===== src/verilog/timer_cmp_pkg.sv =====
// constants of the output compare timer block: addresses, fields, reset values
// assumes a 32-bit apb bus with byte addresses
package timer_cmp_pkg;

    // bus widths
    localparam int ADDR_W = 32;
    localparam int DATA_W = 32;

    // counter widths and channel counts
    localparam int TIMER_W = 24;
    localparam int PWM_W = 16;
    localparam int NUM_CMP = 2;
    localparam int NUM_PWM = 4;

    // register byte addresses
    localparam logic [31:0] COMPARE0_VALUE_ADDR = 32'hfff7fd24;
    localparam logic [31:0] COMPARE1_VALUE_ADDR = 32'hfff7fd28;
    localparam logic [31:0] COMPARE0_CONTROL_ADDR = 32'hfff7fd2c;
    localparam logic [31:0] COMPARE1_CONTROL_ADDR = 32'hfff7fd30;
    localparam logic [31:0] PWM0_COUNT_VALUE_ADDR = 32'hfff7fd34;
    localparam logic [31:0] PWM1_COUNT_VALUE_ADDR = 32'hfff7fd58;
    localparam logic [31:0] PWM2_COUNT_VALUE_ADDR = 32'hfff7fd6c;
    localparam logic [31:0] PWM3_COUNT_VALUE_ADDR = 32'hfff7fd80;
    localparam logic [31:0] TIMER_CONTROL_ADDR = 32'hfff7fd90;
    localparam logic [31:0] IRQ_STATUS_ADDR = 32'hfff7fd94;
    localparam logic [31:0] IRQ_MASK_ADDR = 32'hfff7fd98;
    localparam logic [31:0] TIMER_COUNT_ADDR = 32'hfff7fd9c;

    // compare control fields
    localparam int CMP_EVENT_FLAG_BIT = 0;
    localparam int CMP_IRQ_ENABLE_BIT = 1;

    // timer control fields
    localparam int CLK_SRC_SEL_BIT = 0;
    localparam int PWM_RUN_LSB = 4;
    localparam int TIMER_CTRL_W = 8;

    // reset values
    localparam logic [23:0] COMPARE_VALUE_RESET = 24'h000000;
    localparam logic [7:0] TIMER_CTRL_RESET = 8'h00;
    localparam logic [1:0] IRQ_MASK_RESET = 2'h0;

    // clock
    localparam int CLK_PERIOD_NS = 100;

endpackage


===== src/verilog/step_counter.sv =====
// free-running up counter with an advance enable
// assumes enable is a one-cycle pulse or level on clk
`timescale 1ns/1ns
module step_counter
    import timer_cmp_pkg::*;
#(
    parameter int W = 16
) (
    input wire logic clk,
    input wire logic nrst,
    input wire logic enable,
    output logic [W-1:0] count,
    output logic stepped
);

    // count advances and marks the cycle in which the new value is seen
    always_ff @(posedge clk or negedge nrst) begin
        if (!nrst) begin
            count <= '0;
            stepped <= 1'b0;
        end else begin
            stepped <= enable;
            if (enable) begin
                count <= count + {{(W-1){1'b0}}, 1'b1};
            end
        end
    end

endmodule


===== src/verilog/compare_channel.sv =====
// one output compare channel: compare value, enable and sticky event flag
// assumes write strobes are one-cycle pulses from the bus slave
`timescale 1ns/1ns
module compare_channel
    import timer_cmp_pkg::*;
(
    input wire logic clk,
    input wire logic nrst,
    input wire logic [TIMER_W-1:0] timer_count,
    input wire logic timer_stepped,
    input wire logic value_wr,
    input wire logic control_wr,
    input wire logic [DATA_W-1:0] wdata,
    output logic [TIMER_W-1:0] compare_value_reg,
    output logic compare_irq_enable_reg,
    output logic compare_event_flag_reg,
    output logic compare_event_reg,
    output logic compare_irq_reg
);

    // match only on the cycle the counter shows a new value
    wire match = timer_stepped && (timer_count == compare_value_reg);
    wire w1c = control_wr && wdata[CMP_EVENT_FLAG_BIT];
    wire flag_clear = w1c || value_wr;
    wire flag_next = match || (compare_event_flag_reg && !flag_clear);
    wire enable_next = control_wr ? wdata[CMP_IRQ_ENABLE_BIT] : compare_irq_enable_reg;

    // channel state
    always_ff @(posedge clk or negedge nrst) begin
        if (!nrst) begin
            compare_value_reg <= COMPARE_VALUE_RESET;
            compare_irq_enable_reg <= 1'b0;
            compare_event_flag_reg <= 1'b0;
            compare_event_reg <= 1'b0;
            compare_irq_reg <= 1'b0;
        end else begin
            if (value_wr) begin
                compare_value_reg <= wdata[TIMER_W-1:0];
            end
            compare_irq_enable_reg <= enable_next;
            compare_event_flag_reg <= flag_next;
            compare_event_reg <= match;
            compare_irq_reg <= flag_next && enable_next;
        end
    end

endmodule


===== src/verilog/timer_compare_top.sv =====
// output compare block of a 24-bit timer, apb slave with interrupt status
// assumes apb3 master on clk, ext_clk_pin asynchronous to clk
//
// Function
// - each compare channel has a 24-bit read/write compare value resetting to zero.
// - a second compare channel has its own compare value and control register.
// - control bit 1 enables the channel interrupt request and resets to zero.
// - control bit 0 is a sticky compare event flag resetting to zero.
// - writing one to the flag bit clears it, writing zero leaves it.
// - writing the channel compare value also clears its flag.
// - a compare event in the same cycle as a clear leaves the flag set.
// - the four 16-bit pwm counters are each readable at their own address.
// - the 24-bit counter runs on the internal clock or, when selected, the external clock.
//
// The APB register port is this design's own decision.
`timescale 1ns/1ns
module timer_compare_top
    import timer_cmp_pkg::*;
(
    input wire logic clk,
    input wire logic nrst,
    input wire logic psel,
    input wire logic penable,
    input wire logic pwrite,
    input wire logic [ADDR_W-1:0] paddr,
    input wire logic [DATA_W-1:0] pwdata,
    output logic [DATA_W-1:0] prdata,
    output logic pready,
    output logic pslverr,
    input wire logic ext_clk_pin,
    output logic [NUM_CMP-1:0] cmp_irq,
    output logic irq
);

    // external clock pin synchroniser and edge detect
    logic ext_sync1_reg;
    logic ext_sync2_reg;
    logic ext_prev_reg;

    // software control state
    logic [TIMER_CTRL_W-1:0] timer_ctrl_reg;
    logic [NUM_CMP-1:0] irq_status_reg;
    logic [NUM_CMP-1:0] irq_status_next;
    logic [NUM_CMP-1:0] irq_mask_reg;

    // counters
    logic [TIMER_W-1:0] timer_count;
    logic timer_stepped;
    logic [PWM_W-1:0] pwm_count [NUM_PWM];

    // channel outputs
    logic [TIMER_W-1:0] cmp_value [NUM_CMP];
    logic [NUM_CMP-1:0] cmp_enable;
    logic [NUM_CMP-1:0] cmp_flag;
    logic [NUM_CMP-1:0] cmp_event;
    logic [NUM_CMP-1:0] cmp_irq_ch;

    // bus answer state
    logic [DATA_W-1:0] rdata_next;

    // two flops before the pin is looked at, third only for the edge
    always_ff @(posedge clk or negedge nrst) begin
        if (!nrst) begin
            ext_sync1_reg <= 1'b0;
            ext_sync2_reg <= 1'b0;
            ext_prev_reg <= 1'b0;
        end else begin
            ext_sync1_reg <= ext_clk_pin;
            ext_sync2_reg <= ext_sync1_reg;
            ext_prev_reg <= ext_sync2_reg;
        end
    end

    // clock source selection for the 24-bit counter
    wire clk_src_sel = timer_ctrl_reg[CLK_SRC_SEL_BIT];
    wire ext_rise = ext_sync2_reg && !ext_prev_reg;
    wire timer_advance = clk_src_sel ? ext_rise : 1'b1;

    // 24-bit free-running counter
    step_counter #(
        .W(TIMER_W)
    ) timer_counter (
        .clk(clk),
        .nrst(nrst),
        .enable(timer_advance),
        .count(timer_count),
        .stepped(timer_stepped)
    );

    // pwm counters, each run by its own control bit
    genvar p;
    generate
        for (p = 0; p < NUM_PWM; p++) begin : g_pwm
            step_counter #(
                .W(PWM_W)
            ) pwm_counter (
                .clk(clk),
                .nrst(nrst),
                .enable(timer_ctrl_reg[PWM_RUN_LSB + p]),
                .count(pwm_count[p]),
                .stepped()
            );
        end
    endgenerate

    // apb phases: one wait state, effect at the edge pready is seen high
    wire access = psel && penable;
    wire answer_now = access && !pready;
    wire fire = access && pready;
    wire wr_fire = fire && pwrite;

    // address decode
    wire hit_cmp0_value = (paddr == COMPARE0_VALUE_ADDR);
    wire hit_cmp1_value = (paddr == COMPARE1_VALUE_ADDR);
    wire hit_cmp0_ctrl = (paddr == COMPARE0_CONTROL_ADDR);
    wire hit_cmp1_ctrl = (paddr == COMPARE1_CONTROL_ADDR);
    wire hit_pwm0 = (paddr == PWM0_COUNT_VALUE_ADDR);
    wire hit_pwm1 = (paddr == PWM1_COUNT_VALUE_ADDR);
    wire hit_pwm2 = (paddr == PWM2_COUNT_VALUE_ADDR);
    wire hit_pwm3 = (paddr == PWM3_COUNT_VALUE_ADDR);
    wire hit_timer_ctrl = (paddr == TIMER_CONTROL_ADDR);
    wire hit_status = (paddr == IRQ_STATUS_ADDR);
    wire hit_mask = (paddr == IRQ_MASK_ADDR);
    wire hit_timer_count = (paddr == TIMER_COUNT_ADDR);
    wire hit_pwm = hit_pwm0 || hit_pwm1 || hit_pwm2 || hit_pwm3;
    wire hit_cmp = hit_cmp0_value || hit_cmp1_value || hit_cmp0_ctrl || hit_cmp1_ctrl;
    wire hit_own = hit_timer_ctrl || hit_status || hit_mask || hit_timer_count;
    wire mapped = hit_cmp || hit_pwm || hit_own;

    // per-channel write strobes
    wire [NUM_CMP-1:0] value_wr = {wr_fire && hit_cmp1_value, wr_fire && hit_cmp0_value};
    wire [NUM_CMP-1:0] control_wr = {wr_fire && hit_cmp1_ctrl, wr_fire && hit_cmp0_ctrl};

    // the two compare channels
    genvar c;
    generate
        for (c = 0; c < NUM_CMP; c++) begin : g_cmp
            compare_channel channel (
                .clk(clk),
                .nrst(nrst),
                .timer_count(timer_count),
                .timer_stepped(timer_stepped),
                .value_wr(value_wr[c]),
                .control_wr(control_wr[c]),
                .wdata(pwdata),
                .compare_value_reg(cmp_value[c]),
                .compare_irq_enable_reg(cmp_enable[c]),
                .compare_event_flag_reg(cmp_flag[c]),
                .compare_event_reg(cmp_event[c]),
                .compare_irq_reg(cmp_irq_ch[c])
            );
        end
    endgenerate

    // channel requests leave straight from the channel flops
    assign cmp_irq = cmp_irq_ch;

    // timer control register
    always_ff @(posedge clk or negedge nrst) begin
        if (!nrst) begin
            timer_ctrl_reg <= TIMER_CTRL_RESET;
        end else if (wr_fire && hit_timer_ctrl) begin
            timer_ctrl_reg <= pwdata[TIMER_CTRL_W-1:0];
        end
    end

    // interrupt mask register
    always_ff @(posedge clk or negedge nrst) begin
        if (!nrst) begin
            irq_mask_reg <= IRQ_MASK_RESET;
        end else if (wr_fire && hit_mask) begin
            irq_mask_reg <= pwdata[NUM_CMP-1:0];
        end
    end

    // sticky status, write one to clear, a new event wins over the clear
    wire [NUM_CMP-1:0] status_w1c = (wr_fire && hit_status) ? pwdata[NUM_CMP-1:0] : '0;
    assign irq_status_next = cmp_event | (irq_status_reg & ~status_w1c);

    always_ff @(posedge clk or negedge nrst) begin
        if (!nrst) begin
            irq_status_reg <= '0;
        end else begin
            irq_status_reg <= irq_status_next;
        end
    end

    // block interrupt is registered from the next status value
    always_ff @(posedge clk or negedge nrst) begin
        if (!nrst) begin
            irq <= 1'b0;
        end else begin
            irq <= |(irq_status_next & irq_mask_reg);
        end
    end

    // read data for each group of registers
    wire [DATA_W-1:0] rd_cmp0_value = {8'h00, cmp_value[0]};
    wire [DATA_W-1:0] rd_cmp1_value = {8'h00, cmp_value[1]};
    wire [DATA_W-1:0] rd_cmp0_ctrl = {30'h00000000, cmp_enable[0], cmp_flag[0]};
    wire [DATA_W-1:0] rd_cmp1_ctrl = {30'h00000000, cmp_enable[1], cmp_flag[1]};
    wire [DATA_W-1:0] rd_pwm0 = {16'h0000, pwm_count[0]};
    wire [DATA_W-1:0] rd_pwm1 = {16'h0000, pwm_count[1]};
    wire [DATA_W-1:0] rd_pwm2 = {16'h0000, pwm_count[2]};
    wire [DATA_W-1:0] rd_pwm3 = {16'h0000, pwm_count[3]};
    wire [DATA_W-1:0] rd_timer_ctrl = {24'h000000, timer_ctrl_reg};
    wire [DATA_W-1:0] rd_status = {30'h00000000, irq_status_reg};
    wire [DATA_W-1:0] rd_mask = {30'h00000000, irq_mask_reg};
    wire [DATA_W-1:0] rd_timer_count = {8'h00, timer_count};

    // read select, unmapped reads as zero
    always_comb begin
        rdata_next = '0;
        if (hit_cmp0_value) begin
            rdata_next = rd_cmp0_value;
        end else if (hit_cmp1_value) begin
            rdata_next = rd_cmp1_value;
        end else if (hit_cmp0_ctrl) begin
            rdata_next = rd_cmp0_ctrl;
        end else if (hit_cmp1_ctrl) begin
            rdata_next = rd_cmp1_ctrl;
        end else if (hit_pwm0) begin
            rdata_next = rd_pwm0;
        end else if (hit_pwm1) begin
            rdata_next = rd_pwm1;
        end else if (hit_pwm2) begin
            rdata_next = rd_pwm2;
        end else if (hit_pwm3) begin
            rdata_next = rd_pwm3;
        end else if (hit_timer_ctrl) begin
            rdata_next = rd_timer_ctrl;
        end else if (hit_status) begin
            rdata_next = rd_status;
        end else if (hit_mask) begin
            rdata_next = rd_mask;
        end else if (hit_timer_count) begin
            rdata_next = rd_timer_count;
        end
    end

    // bus answer: ready one cycle into the access phase, dropped after it
    always_ff @(posedge clk or negedge nrst) begin
        if (!nrst) begin
            pready <= 1'b0;
            pslverr <= 1'b0;
            prdata <= '0;
        end else if (answer_now) begin
            pready <= 1'b1;
            pslverr <= !mapped;
            prdata <= pwrite ? '0 : rdata_next;
        end else begin
            pready <= 1'b0;
            pslverr <= 1'b0;
        end
    end

endmodule


===== config.mk =====
export PLATFORM = sky130hd
export DESIGN_NAME = timer_compare_top
export DESIGN_NICKNAME = d
export VERILOG_FILES = /design/src/verilog/timer_cmp_pkg.sv /design/src/verilog/step_counter.sv /design/src/verilog/compare_channel.sv /design/src/verilog/timer_compare_top.sv
export SDC_FILE = /design/constraint.sdc
export NUM_CORES = 1
export LEC_CHECK = 0
export ABC_AREA = 1
export BUFFER_PORTS_ARGS = -buffer_cell sky130_fd_sc_hd__buf_4
export CORE_MARGIN = 2
export CORE_UTILIZATION = 49
export DETAILED_ROUTE_END_ITERATION = 8
export PLACE_DENSITY = 0.75
export SYNTH_ARGS = -nofsm -noshare
export SYNTH_HDL_FRONTEND = slang
export SYNTH_SLANG_ARGS = --single-unit

===== constraint.sdc =====
create_clock -name clk -period 2.5 [get_ports clk]
set_clock_uncertainty 0.15 [all_clocks]
set_input_delay 0.25 -clock clk [delete_from_list [all_inputs] [get_ports clk]]
set_output_delay 0.25 -clock clk [all_outputs]
set_load 0.03 [all_outputs]

==> metrics <==
Synth Flop Type=dfrtp_1; Tot GR Track Use=27.65%; fraction of registers with async set/reset=100.0%; endpoints failing setup=0; P_leak=0.006158 µW; fin cells=1718; clock root buffer=clkbuf_16; die height=148.6 µm; htree depth=4; CP Data Arrival Time=2.55 ns; IO Pins=107; Crit Path Class=reg2reg; initial antenna violation count=0; pin count of the biggest net entering global routing=60; Detailed Route Iter0 Violations=714; Clock Tree Buf Depth=2; syn avg cell area=7.946 µm²; Clock Pin Slew Worst Setup and Hold Paths=0.08 ns; HPWL after DPL=22740 µm; Vias/cell=5.412; synth-to-layout area growth=20.42%; Max Cap Viol=0; Post-route DRC=0; commonest non-fill, non-tap cell in the layout=nand2_1; Fin. Hold Viols=1; Final period util=93.51%; most frequent cells in the layout=nand2_1 (276), dfrtp_1 (187), inv_1 (169); Cell Area, Synth=0.01024 mm²; critical path capture point type=register; power per cell area=488.5 mW/mm²; Congestion Overflow GR=0; number of global-route vias before repair=8926; CTS tree=built; measured slew at the worst slew-check pin=0.7082 ns; max reg flops=64; DR vias=9298; area of the multi-input gates=0.004732 mm²; Max-slew headroom=52.65%; failing checks=hold timing; startpoint types=register; critical-path maximum fanout=6; Clock Sinks=187; site row count=52; Hold Path Class=in2reg; EDFF count, synth=0; first-pass GRT wire length=47280 µm; Final #Nets=1510; routed wire length=29500 µm; Tmin final=2.338 ns; hold_ws=-0.002092 ns; Critical Path RT=2.71 ns; Fmax=427.8 MHz; I/O Buffers=90; Initial Util=50.29%; routed len/inst=17.17 µm; overall power=6026 µW; FF+latch area=0.004679 mm²; Final ANT Viol Nets=0; dpl cells=1663; Yosys reg bits=187; Initial DRT Pass Iterations=5; layout cell share with drive strength beyond 1=15.81%; Die W=148.6 µm; Antenna Cells=0; cells on worst reg2reg path=13; core area=0.02036 mm²; status=complete, but fails checks; CTS buffer count=17; YS warnings=0; distinct cell type count after synthesis=48; placer congestion estimate=0.9512; WHS Path Cells=3; Final Max Slew Viols=0; # fillers=1796; Setup TNS=0 ns; Worst-Skew Late Latency=0.44 ns; Cells after Synth=1289; VDD IR max=0.4809 mV; die area=0.02207 mm²; RSZ-0062 raised after global routing=false; register area share after synthesis=45.69%
-- Yosys cell counts (6+ instances only) --
master | number | area share (%)
o221ai_1 | 6 | 0.51
xor2_1 | 77 | 6.6
buf_4 | 12 | 0.88
nand4_1 | 32 | 2.0
a21oi_1 | 57 | 2.8
nor2_1 | 99 | 3.6
nand3_1 | 48 | 2.3
clkbuf_1 | 21 | 0.77
o21ai_1 | 18 | 0.88
nor3_2 | 6 | 0.59
nor4_1 | 16 | 0.98
nand2_1 | 277 | 10
dfrtp_1 | 187 | 46
a221oi_1 | 9 | 0.77
nor3_1 | 27 | 1.3
or2_2 | 13 | 0.79
xnor2_1 | 9 | 0.77
nor2_2 | 7 | 0.43
inv_1 | 169 | 6.2
o21ai_0 | 124 | 6.1
inv_2 | 6 | 0.22
buf_2 | 12 | 0.59
-- critical path: stages (launching register included) --
cell     delay, ns
dfrtp_1       0.36
inv_1         0.06
nand2_2       0.09
nand2_2       0.09
buf_4         0.14
nand3_2       0.12
nor2_4        0.14
nand3_4       0.10
nor3_4        0.16
nand2_2       0.10
nor3_4        0.25
nand4_4       0.18
nor2_2        0.14
xor2_1        0.17
-- where the power goes --
part	internal (µW)	switching, µW
combinational	114	164
sequential	3030	1.89
clock	1420	1300
-- area by class of cell --
class                           instances  share of cell area, %
Clock buffer                           18                  3.479
Clock inverter                         14                  1.298
Inverter                              176                  5.356
Multi-Input combinational cell        888                  38.36
Sequential cell                       187                  37.94
Tap cell                              270                  2.739
Timing Repair Buffer                  165                  10.82
-- kinds of logic (layout without fill, tap and decap cells) --
kind of cell	after synthesis	after routing	share of synthesized area, %
compound gates	236	236	12.72
flops	187	187	45.69
simple gates	553	553	24.91
buf+inv	221	373	8.686
other cells	1	8	0.03661
xor+xnor	86	86	7.354
fa+ha+maj	5	5	0.6108
-- routing by layer --
| layer | vias up | share of wire [%] | wire length (µm) | track usage [%] |
|---|---|---|---|---|
| met5 | - | 0 | 0 | 0 |
| met4 | 0 | 2.2 | 656 | 8.333 |
| met3 | 35 | 6.4 | 1902 | 4.202 |
| met2 | 366 | 46 | 13460 | 43.52 |
| met1 | 4410 | 46 | 13480 | 39.80 |
| li1 | 4487 | - | - | - |
-- path summary, 6_finish.rpt --
| path | slack, ns | start | endpoint |
|---|---|---|---|
| worst min-delay path | -0.002 | pwdata[3] | g_cmp[1].channel.compare_value_reg[3] |
| worst max-delay path | 0.16 | ext_prev_reg | timer_counter.count[21] |
| worst min register to register | 0.20 | ext_sync1_reg | ext_sync2_reg |
| max in group asynchronous | 1.21 | nrst | g_cmp[1].channel.compare_irq_enable_reg |
| min in group asynchronous | 0.20 | nrst | g_pwm[1].pwm_counter.count[12] |
| worst max register to register | 0.16 | ext_prev_reg | timer_counter.count[21] |
-- per-stage QoR --
step	worst slack, ns	area [µm²]	util [%]
floorplan	0.3597	10270	-
global placement	0.1153	11490	56.41
detailed placement	0.06847	11490	56.41
CTS	0.04896	12290	60.33
global route	0.02193	12330	60.57
finish	0.1622	12330	60.57
-- what timing repair did --
action,CTS,global route
resized for setup,0,6
setup buffers,0,2
hold buffers,21,0
setup endpoints to repair,0,11
hold endpoints to repair,90,0
Power figures use the tool's default switching activity.
